<file path="src/msc_consts.svh">
// register indices, field positions and reset values of the mux sequence control bank
// assumes byte address = index * 4 on a 32-bit register bus
`ifndef MSC_CONSTS_SVH
`define MSC_CONSTS_SVH
`define MSC_IDX_SCHEME 8'h1c
`define MSC_IDX_KICK 8'h1e
`define MSC_IDX_HALT 8'h1f
`define MSC_IDX_INLINE 8'h2a
`define MSC_IDX_STATUS 8'h30
`define MSC_IDX_MASK 8'h80
`define MSC_IDX_LOOP 8'h82
`define MSC_CMD_BIT 0
`define MSC_INLINE_EN_BIT 0
`define MSC_LOOP_BIT 0
`define MSC_RST_BYTE 8'h00
`define MSC_INLINE_BITS 3'h5
`define MSC_RESP_OKAY 2'h0
`define MSC_RESP_SLVERR 2'h2
`endif

</file>
<file path="src/msc_pkg.sv">
// types of the mux sequence control bank
// assumes nothing from msc_consts.svh; scheme and scan codes are literals here
package msc_pkg;
	typedef enum logic [1:0] {
		msc_sch_manual = 2'h0,
		msc_sch_inline = 2'h1,
		msc_sch_auto = 2'h2,
		msc_sch_custom = 2'h3
	} msc_scheme_t;

	typedef enum logic [1:0] {
		msc_scan_idle = 2'b01,
		msc_scan_run = 2'b10
	} msc_scan_t;

	// serial pins as they arrive from outside, unsynchronised
	typedef struct packed {
		logic cs_n;
		logic sclk;
		logic sdi;
	} msc_serial_t;

	typedef struct packed {
		logic aw_held;
		logic w_held;
		logic [7:0] aw_idx;
		logic [7:0] wdata;
		logic wstrb0;
		logic awready;
		logic wready;
		logic bvalid;
		logic [1:0] bresp;
		logic arready;
		logic rvalid;
		logic [1:0] rresp;
		logic [7:0] rdata;
		logic [7:0] rd_idx;
		msc_scheme_t scheme;
		logic inline_en;
		logic [7:0] mask;
		logic loop;
		msc_scan_t scan;
		logic [2:0] chan;
		logic custom_run;
		logic custom_start;
		logic custom_stop;
		logic [2:0] bitcnt;
		logic [4:0] shift;
		logic [4:0] inline_code;
		logic inline_load;
		logic sclk_q;
		// registered copy of scan or custom run, so the output leaves a flop
		logic active;
	} msc_state_t;
endpackage : msc_pkg

</file>
<file path="src/msc_top.sv">
// mux sequence control register bank with AXI4-Lite slave, scan sequencer and inline capture
// assumes conv_done and custom_end come from logic on aclk; serial pins are asynchronous
// How it works
// RULE1 - kick bit one starts scanning in automatic or custom scheme
// RULE2 - kick and halt writes are ignored in manual or inline scheme
// RULE3 - kick bit zero does nothing; a running scan keeps going
// RULE4 - halt bit one stops an automatic or custom scan; zero does nothing
// RULE5 - host never writes reserved bits seven to one of kick and halt
// RULE6 - inline config bit zero enables inline channel selection
// RULE7 - first five serial bits of a frame pick the next channel
// RULE8 - inline selection changes channel without any register write
// RULE9 - inline config bits seven to one read as zero
// RULE10 - mask bit n includes input n in the automatic scan
// RULE11 - reset clears mask, kick, halt and inline config to zero
// RULE12 - scheme codes: manual, inline, automatic, custom; resets to manual
// RULE13 - automatic scan ends after one pass unless loop bit is set
// RULE14 - kick and halt are pulses, never stored, and read as zero
//
// The implementer's own choice: register access over AXI4-Lite.
`timescale 1ns/1ps
`include "msc_consts.svh"
module msc_top #(
	parameter int ADDR_W = 10
) (
	// clock and reset
	input wire logic aclk,
	input wire logic aresetn,
	// axi4-lite write address and data
	input wire logic [ADDR_W-1:0] awaddr,
	input wire logic awvalid,
	output logic awready,
	input wire logic [31:0] wdata,
	input wire logic [3:0] wstrb,
	input wire logic wvalid,
	output logic wready,
	// axi4-lite write response
	output logic [1:0] bresp,
	output logic bvalid,
	input wire logic bready,
	// axi4-lite read
	input wire logic [ADDR_W-1:0] araddr,
	input wire logic arvalid,
	output logic arready,
	output logic [31:0] rdata,
	output logic [1:0] rresp,
	output logic rvalid,
	input wire logic rready,
	// serial pins
	input wire msc_pkg::msc_serial_t serial_pins,
	// conversion logic
	input wire logic conv_done,
	input wire logic custom_end,
	output logic [2:0] mux_channel,
	output logic [1:0] selection_scheme,
	output logic scan_active,
	output logic custom_start,
	output logic custom_stop,
	output logic inline_load
);
	msc_pkg::msc_state_t st_reg;
	msc_pkg::msc_state_t st_next;
	msc_pkg::msc_serial_t pins_s;
	logic wr_fire;
	logic [7:0] ar_idx;
	logic sclk_rise;
	logic inline_on;
	logic [3:0] pick_low;
	logic [3:0] pick_up;

	msc_sync #(
		.W($bits(msc_pkg::msc_serial_t))
	) u_sync (
		.aclk(aclk),
		.aresetn(aresetn),
		.d(serial_pins),
		.q(pins_s)
	);

	// lowest enabled channel at or above from; bit 3 flags a hit
	function automatic logic [3:0] msc_pick(input logic [7:0] m, input logic [3:0] from);
		logic [3:0] r;
		r = 4'h0;
		for (int i = 7; i >= 0; i--)
			if (m[i] && (4'(i) >= from))
				r = {1'b1, 3'(i)};
		return r;
	endfunction : msc_pick

	assign wr_fire = st_reg.aw_held && st_reg.w_held && !st_reg.bvalid;
	assign ar_idx = araddr[9:2];
	assign sclk_rise = pins_s.sclk && !st_reg.sclk_q;
	assign inline_on = (st_reg.scheme == msc_pkg::msc_sch_inline) && st_reg.inline_en; // RULE6
	// a function result cannot be bit-selected, so both picks live on nets
	assign pick_low = msc_pick(st_reg.mask, 4'h0);
	assign pick_up = msc_pick(st_reg.mask, {1'b0, st_reg.chan} + 4'h1);

	always_comb
	begin
		logic [3:0] nxt;
		logic [4:0] sh;
		logic cmd_ok;
		nxt = 4'h0;
		sh = 5'h00;
		cmd_ok = 1'b0;
		st_next = st_reg;
		st_next.custom_start = 1'b0;
		st_next.custom_stop = 1'b0;
		st_next.inline_load = 1'b0;
		st_next.sclk_q = pins_s.sclk;

		// inline capture: the frame itself picks the channel, no register is touched
		if (pins_s.cs_n)
			st_next.bitcnt = 3'h0;
		else if (sclk_rise && (st_reg.bitcnt < `MSC_INLINE_BITS))
		begin
			sh = {st_reg.shift[3:0], pins_s.sdi};
			st_next.shift = sh;
			st_next.bitcnt = st_reg.bitcnt + 3'h1;
			if ((st_reg.bitcnt == (`MSC_INLINE_BITS - 3'h1)) && inline_on)
			begin
				st_next.inline_code = sh; // RULE7
				st_next.chan = sh[2:0]; // RULE8
				st_next.inline_load = 1'b1;
			end
		end

		// scan advance on each finished conversion
		if ((st_reg.scan == msc_pkg::msc_scan_run) && conv_done)
		begin
			nxt = pick_up; // RULE10
			if (nxt[3])
				st_next.chan = nxt[2:0];
			else if (st_reg.loop && (st_reg.mask != `MSC_RST_BYTE))
				st_next.chan = pick_low[2:0]; // RULE13
			else
				st_next.scan = msc_pkg::msc_scan_idle; // RULE13
		end
		if (custom_end)
			st_next.custom_run = 1'b0;

		// write channels are taken independently, in any order
		if (st_reg.awready && awvalid)
		begin
			st_next.aw_held = 1'b1;
			st_next.aw_idx = awaddr[9:2];
		end
		if (st_reg.wready && wvalid)
		begin
			st_next.w_held = 1'b1;
			st_next.wdata = wdata[7:0];
			st_next.wstrb0 = wstrb[0];
		end
		if (st_reg.bvalid && bready)
			st_next.bvalid = 1'b0;

		// commands only act in the two sequencing schemes
		cmd_ok = (st_reg.scheme == msc_pkg::msc_sch_auto) ||
			(st_reg.scheme == msc_pkg::msc_sch_custom); // RULE2

		if (wr_fire)
		begin
			st_next.aw_held = 1'b0;
			st_next.w_held = 1'b0;
			st_next.bvalid = 1'b1;
			st_next.bresp = `MSC_RESP_OKAY;
			case (st_reg.aw_idx)
				`MSC_IDX_SCHEME:
				begin
					if (st_reg.wstrb0)
					begin
						st_next.scheme = msc_pkg::msc_scheme_t'(st_reg.wdata[1:0]); // RULE12
						// a scan cannot outlive the scheme that started it
						if (st_reg.wdata[1:0] != msc_pkg::msc_sch_auto)
							st_next.scan = msc_pkg::msc_scan_idle;
						if (st_reg.wdata[1:0] != msc_pkg::msc_sch_custom)
							st_next.custom_run = 1'b0;
					end
				end
				`MSC_IDX_KICK:
				begin
					// bit zero clear falls through untouched
					if (st_reg.wstrb0 && st_reg.wdata[`MSC_CMD_BIT] && cmd_ok) // RULE3
					begin
						if (st_reg.scheme == msc_pkg::msc_sch_custom)
						begin
							st_next.custom_run = 1'b1; // RULE1
							st_next.custom_start = 1'b1; // RULE14
						end
						else if (st_reg.mask != `MSC_RST_BYTE)
						begin
							// a kick while running restarts from the lowest channel
							st_next.scan = msc_pkg::msc_scan_run; // RULE1
							st_next.chan = pick_low[2:0];
						end
					end
				end
				`MSC_IDX_HALT:
				begin
					if (st_reg.wstrb0 && st_reg.wdata[`MSC_CMD_BIT] && cmd_ok)
					begin
						st_next.scan = msc_pkg::msc_scan_idle; // RULE4
						if (st_reg.custom_run)
							st_next.custom_stop = 1'b1; // RULE14
						st_next.custom_run = 1'b0;
					end
				end
				`MSC_IDX_INLINE:
				begin
					if (st_reg.wstrb0)
						st_next.inline_en = st_reg.wdata[`MSC_INLINE_EN_BIT]; // RULE6
				end
				`MSC_IDX_MASK:
				begin
					if (st_reg.wstrb0)
						st_next.mask = st_reg.wdata; // RULE10
				end
				`MSC_IDX_LOOP:
				begin
					if (st_reg.wstrb0)
						st_next.loop = st_reg.wdata[`MSC_LOOP_BIT];
				end
				default:
					st_next.bresp = `MSC_RESP_SLVERR;
			endcase
		end
		st_next.awready = !st_next.aw_held;
		st_next.wready = !st_next.w_held;

		// read channel
		if (st_reg.rvalid && rready)
			st_next.rvalid = 1'b0;
		if (st_reg.arready && arvalid)
		begin
			st_next.rvalid = 1'b1;
			st_next.rd_idx = ar_idx;
			st_next.rresp = `MSC_RESP_OKAY;
			case (ar_idx)
				`MSC_IDX_SCHEME:
					st_next.rdata = {6'h00, st_reg.scheme};
				`MSC_IDX_KICK, `MSC_IDX_HALT:
					st_next.rdata = 8'h00; // RULE14
				`MSC_IDX_INLINE:
					st_next.rdata = {7'h00, st_reg.inline_en}; // RULE9
				`MSC_IDX_MASK:
					st_next.rdata = st_reg.mask;
				`MSC_IDX_LOOP:
					st_next.rdata = {7'h00, st_reg.loop};
				`MSC_IDX_STATUS:
					st_next.rdata = {st_reg.scan == msc_pkg::msc_scan_run, st_reg.custom_run,
						3'h0, st_reg.chan};
				default:
				begin
					st_next.rdata = 8'h00;
					st_next.rresp = `MSC_RESP_SLVERR;
				end
			endcase
		end
		st_next.arready = !st_next.rvalid;
		st_next.active = (st_next.scan == msc_pkg::msc_scan_run) || st_next.custom_run;
	end

	always_ff @(posedge aclk)
	begin
		if (!aresetn)
		begin
			st_reg <= '0; // RULE11
			st_reg.scan <= msc_pkg::msc_scan_idle;
		end
		else
			st_reg <= st_next;
	end

	assign awready = st_reg.awready;
	assign wready = st_reg.wready;
	assign bvalid = st_reg.bvalid;
	assign bresp = st_reg.bresp;
	assign arready = st_reg.arready;
	assign rvalid = st_reg.rvalid;
	assign rresp = st_reg.rresp;
	assign rdata = {24'h000000, st_reg.rdata};
	assign mux_channel = st_reg.chan;
	assign selection_scheme = st_reg.scheme;
	assign scan_active = st_reg.active;
	assign custom_start = st_reg.custom_start;
	assign custom_stop = st_reg.custom_stop;
	assign inline_load = st_reg.inline_load;
endmodule : msc_top

</file>
<file path="src/msc_sync.sv">
// two-flop synchroniser for pins that come from outside the aclk domain
// assumes nothing reads stage one but stage two
`timescale 1ns/1ps
module msc_sync #(
	parameter int W = 1
) (
	// clock and reset
	input wire logic aclk,
	input wire logic aresetn,
	// async in, synchronised out
	input wire logic [W-1:0] d,
	output logic [W-1:0] q
);
	typedef struct packed {
		logic [W-1:0] s1;
		logic [W-1:0] s2;
	} msc_sync_st_t;

	msc_sync_st_t st_reg;
	msc_sync_st_t st_next;

	always_comb
	begin
		st_next.s1 = d;
		st_next.s2 = st_reg.s1;
	end

	always_ff @(posedge aclk)
	begin
		if (!aresetn)
			st_reg <= '0;
		else
			st_reg <= st_next;
	end

	assign q = st_reg.s2;
endmodule : msc_sync

</file>
<file path="config.mk">
export PLATFORM = sky130hd
export DESIGN_NAME = msc_top
export DESIGN_NICKNAME = d
export VERILOG_FILES = /design/src/msc_pkg.sv /design/src/msc_top.sv /design/src/msc_sync.sv
export VERILOG_INCLUDE_DIRS = /design/src /design/src/src
export SDC_FILE = /design/constraint.sdc
export NUM_CORES = 1
export LEC_CHECK = 0
export BUFFER_PORTS_ARGS = -buffer_cell sky130_fd_sc_hd__buf_2
export CORE_MARGIN = 1.5
export CORE_UTILIZATION = 36
export CTS_CLUSTER_DIAMETER = 50
export DETAILED_ROUTE_END_ITERATION = 10
export PLACE_DENSITY_LB_ADDON = 0.2
export SLEW_MARGIN = 15
export SYNTH_ARGS = -nofsm -noshare
export SYNTH_HDL_FRONTEND = slang
export SYNTH_SLANG_ARGS = --single-unit
</file>
<file path="constraint.sdc">
create_clock -name aclk -period 2.3 [get_ports aclk]
set_input_delay 0.115 -clock aclk [delete_from_list [all_inputs] [get_ports aclk]]
set_output_delay 0.115 -clock aclk [all_outputs]
set_load 0.03 [all_outputs]
</file>
==> summary.txt <==
Clocking
  • Worst-case clock buffer depth: 2
  • Setup bufs post-CTS: 0
  • CTS Root Cell: clkbuf_8
  • H-tree levels: 3
  • Reg clk slew, reported paths: 0.08 ns
  • Clock latency on the worst-skew pair: 0.35 ns
  • CTS tree: built
  • Clock sinks: 68
  • Total CTS buffers: 9

Power
  • Pwr/cell area: about 620 nW/um^2
  • Maximum vdd ir drop: approximately 260 uV
  • LEAKAGE: approximately 0.0017 uW

Critical path
  • CP arrival: about 2.4 ns
  • Setup CP Type: reg -> reg
  • Critical path's largest stage delay: roughly 0.42 ns
  • Crit path launch: mux_channel[0]$_SDFF_PN0_
  • Req. time, crit path: between 2 and 3 ns
  • Worst r2r src: mux_channel[0]$_SDFF_PN0_
  • Max stage delay cell, worst path: dfxtp_2
  • Critical path depth: 7
  • Worst-path cell chain: inv_1 -> ha_1 -> o211ai_1 -> nand3b_4 -> o31a_1 -> or2_0 -> a41oi_1
  • CP max FO: 8
  • Critical path endpoint: mux_channel[1]$_SDFF_PN0_
  • Critical path's top delay family: compound AO/OA/AOI/OAI gates
  • Reg-to-reg setup timing slack: 0.14 ns
  • Type of origin of the critical path: register
  • FF-to-FF path depth: 7
  • Reg-to-reg endpoint: mux_channel[1]$_SDFF_PN0_
  • Buf/Inv on CP: 1
  • Worst Setup End Kind: register

Timing
  • Slew Limit Fails: 0
  • Clock Skew: approximately 0.012 ns
  • Final hold violation count: 0
  • Setup TNS Final: 0 ns
  • Fin crit share: 0.941
  • Setup violators final: 0
  • Tightest Pin Transition: 0.519 ns
  • Post-route minimum period: approximately 2.2 ns
  • Setup ws final: around 0.14 ns
  • Relative slew margins: 0.651
  • Hold_ws: ~0.019 ns
  • Fmax achieved: between 400 and 500 MHz

Yosys
  • YS warnings: 0
  • Synth cell types: 59
  • Flops & latches, synth: 68
  • Syn Area/Cell: 8.33 sq um
  • Cell area after synthesis: about 3600 sq um
  • Asr flop ratio synth: 0
  • Post-synth top flop: dfxtp_1
  • Post-synth EDFFs: 0
  • Seq/Total Area, Yosys: 0.377
  • Post-Synthesis Cells: 433

Floorplan
  • # IOs: approximately 120
  • Chip width: around 100 microns
  • Initial Utilization: 0.371
  • Cell row count: 36
  • Die Y: roughly 100 microns
  • Die footprint: 10,600 sq um
  • Core region area: slightly below 10,000 sq um

Route
  • Residual DRC: 0
  • Final WL: a little under 8 mm
  • DRT iter0 DRCs: 111
  • DR WL/cell: 12.6 microns
  • Drt first pass iters: 4
  • Vias per cell: between 4 and 5
  • Vias: 3,005
  • Post-route ant nets: 0

Global route
  • Number of global-route vias before repair: ~2,700
  • Total track usage: 0.153
  • Initial antenna violation count: 0
  • GRT Residual Overflow: 0
  • First-pass GRT wire length: between 10 and 15 mm
  • Largest net degree at the start of global routing: 45

Placement
  • Routability congestion estimate: slightly above 0.9
  • Pre-CTS setup slack: 0.0691 ns
  • DP Cell Count: about 600
  • DP HPWL: a little under 6 mm
  • I/O Buffers: 60
  • Placed Area: between 3000 and 4000 sq um

Run
  • Max cap viols: 0

Status
  • Outcome: complete, no violations

Final layout
  • Layout Area Growth over Synthesis: 15.4%
  • Ant. Diodes: 0
  • Share of layout cells above drive strength 1: 0.211
  • Final instance area: roughly 4200 sq um
  • Non-Filler Instances: 627
  • Max reg flops: 38
  • Nets: 562

Min path
  • HP Class: in -> reg
final cells by class:
class | count | area [sq um]
Clock buffer | 9 | 124
Multi-Input combinational cell | 323 | 1930
Clock inverter | 7 | 100
Fill cell | 1059 | 5570
Timing Repair Buffer | 77 | 435
Sequential cell | 68 | 1370
Inverter | 10 | 37.5
Tap cell | 133 | 166
per-layer routing:
metal	GRT usage	wire (microns)	share of wire
met3	0.0319	347	0.044
met5	0	0	0
met2	0.239	3660	0.46
met1	0.198	3740	0.47
met4	0.0800	144	0.018
where the power goes:
part	switching (uW)	total, uW	internal (uW)
clock network	494	1110	615
registers	25.6	1230	1210
logic	162	245	83.0
total	682	2590	1910
cells in the mapped netlist (3+ instances only):
cell | instances | share of area
a211oi_1 | 4 | 0.0083
a21oi_1 | 11 | 0.015
or4_1 | 4 | 0.0083
xnor2_1 | 3 | 0.0073
ha_1 | 5 | 0.017
dfxtp_1 | 68 | 0.38
o21a_1 | 3 | 0.0062
inv_1 | 10 | 0.010
nor2_1 | 22 | 0.023
nand2b_1 | 11 | 0.019
nand3_1 | 20 | 0.028
buf_4 | 42 | 0.087
a21boi_0 | 31 | 0.065
nor3_1 | 8 | 0.011
a22oi_1 | 3 | 0.0062
clkbuf_1 | 15 | 0.016
nor4_1 | 4 | 0.0069
mux2i_1 | 10 | 0.028
nand4_1 | 5 | 0.0087
o21ai_1 | 3 | 0.0042
nand2_1 | 65 | 0.068
and2_1 | 15 | 0.026
nor2b_1 | 10 | 0.017
o21ai_0 | 15 | 0.021
a21o_1 | 4 | 0.0083
nand3b_1 | 3 | 0.0062
cell usage in the layout (no fill, tap or decap), types with 4 or more instances in the layout:
master / n
buf_4: 14
o21ai_0: 15
nor3_1: 8
nand2_1: 65
mux2i_1: 10
nor2_1: 22
a211oi_1: 4
clkbuf_8: 9
nor4_1: 4
a21oi_1: 11
dfxtp_1: 66
nand3_1: 20
nor2b_1: 10
inv_1: 10
or4_1: 4
buf_2: 60
and2_1: 15
conb_1: 26
ha_1: 5
a21o_1: 4
a21boi_0: 31
nand2b_1: 11
nand4_1: 5
cell families after synthesis:
kind of cell	synth area share
multiplexers	0.0309
AO/OA/AOI/OAI	0.179
adder cells (fa/ha/maj)	0.0173
other	0.00104
XOR/XNOR	0.00729
flip-flops	0.377
AND/OR/NAND/NOR	0.274
buffers and inverters	0.113
worst reg2reg max path: cells and delay by family, from the launching register on:
kind                       cells  cell delay [ns]
AOI/OAI and AO/OA              3             0.90
adders and majority gates      1             0.34
DFF                            1             0.42
and+or+nand+nor                2             0.37
buffers and inverters          1             0.06
repair_timing:
item / in CTS / in global routing
hold buffers: 3 / 0
endpoints found under the setup margin: 0 / 5
hold endpoints to repair: 3 / 0
gates resized for setup: 0 / 4
worst min path at each step:
stage	from	endpoint	slack, ns	cells past startpoint
finish	awaddr[6]	st_reg[74]$_SDFFE_PN0P_	0.02	3
global route	wdata[7]	st_reg[69]$_SDFFE_PN0P_	0.02	3
CTS	wdata[3]	st_reg[65]$_SDFFE_PN0P_	0.004	3
detailed placement	serial_pins[1]	u_sync.st_next[1]$_SDFF_PN0_	0.33	2
global placement	serial_pins[1]	u_sync.st_next[1]$_SDFF_PN0_	0.33	2
floorplan	serial_pins[0]	u_sync.st_next[0]$_SDFF_PN0_	0.24	1
metrics by stage:
stage / total power, uW / utilization
2_1_floorplan: 1470 / -
3_3_place_gp: 1500 / 0.401
3_5_place_dp: 1510 / 0.401
4_1_cts: 2630 / 0.427
5_1_grt: 2700 / 0.428
6_report: 2590 / 0.428
(Power assumes the default switching activity.)
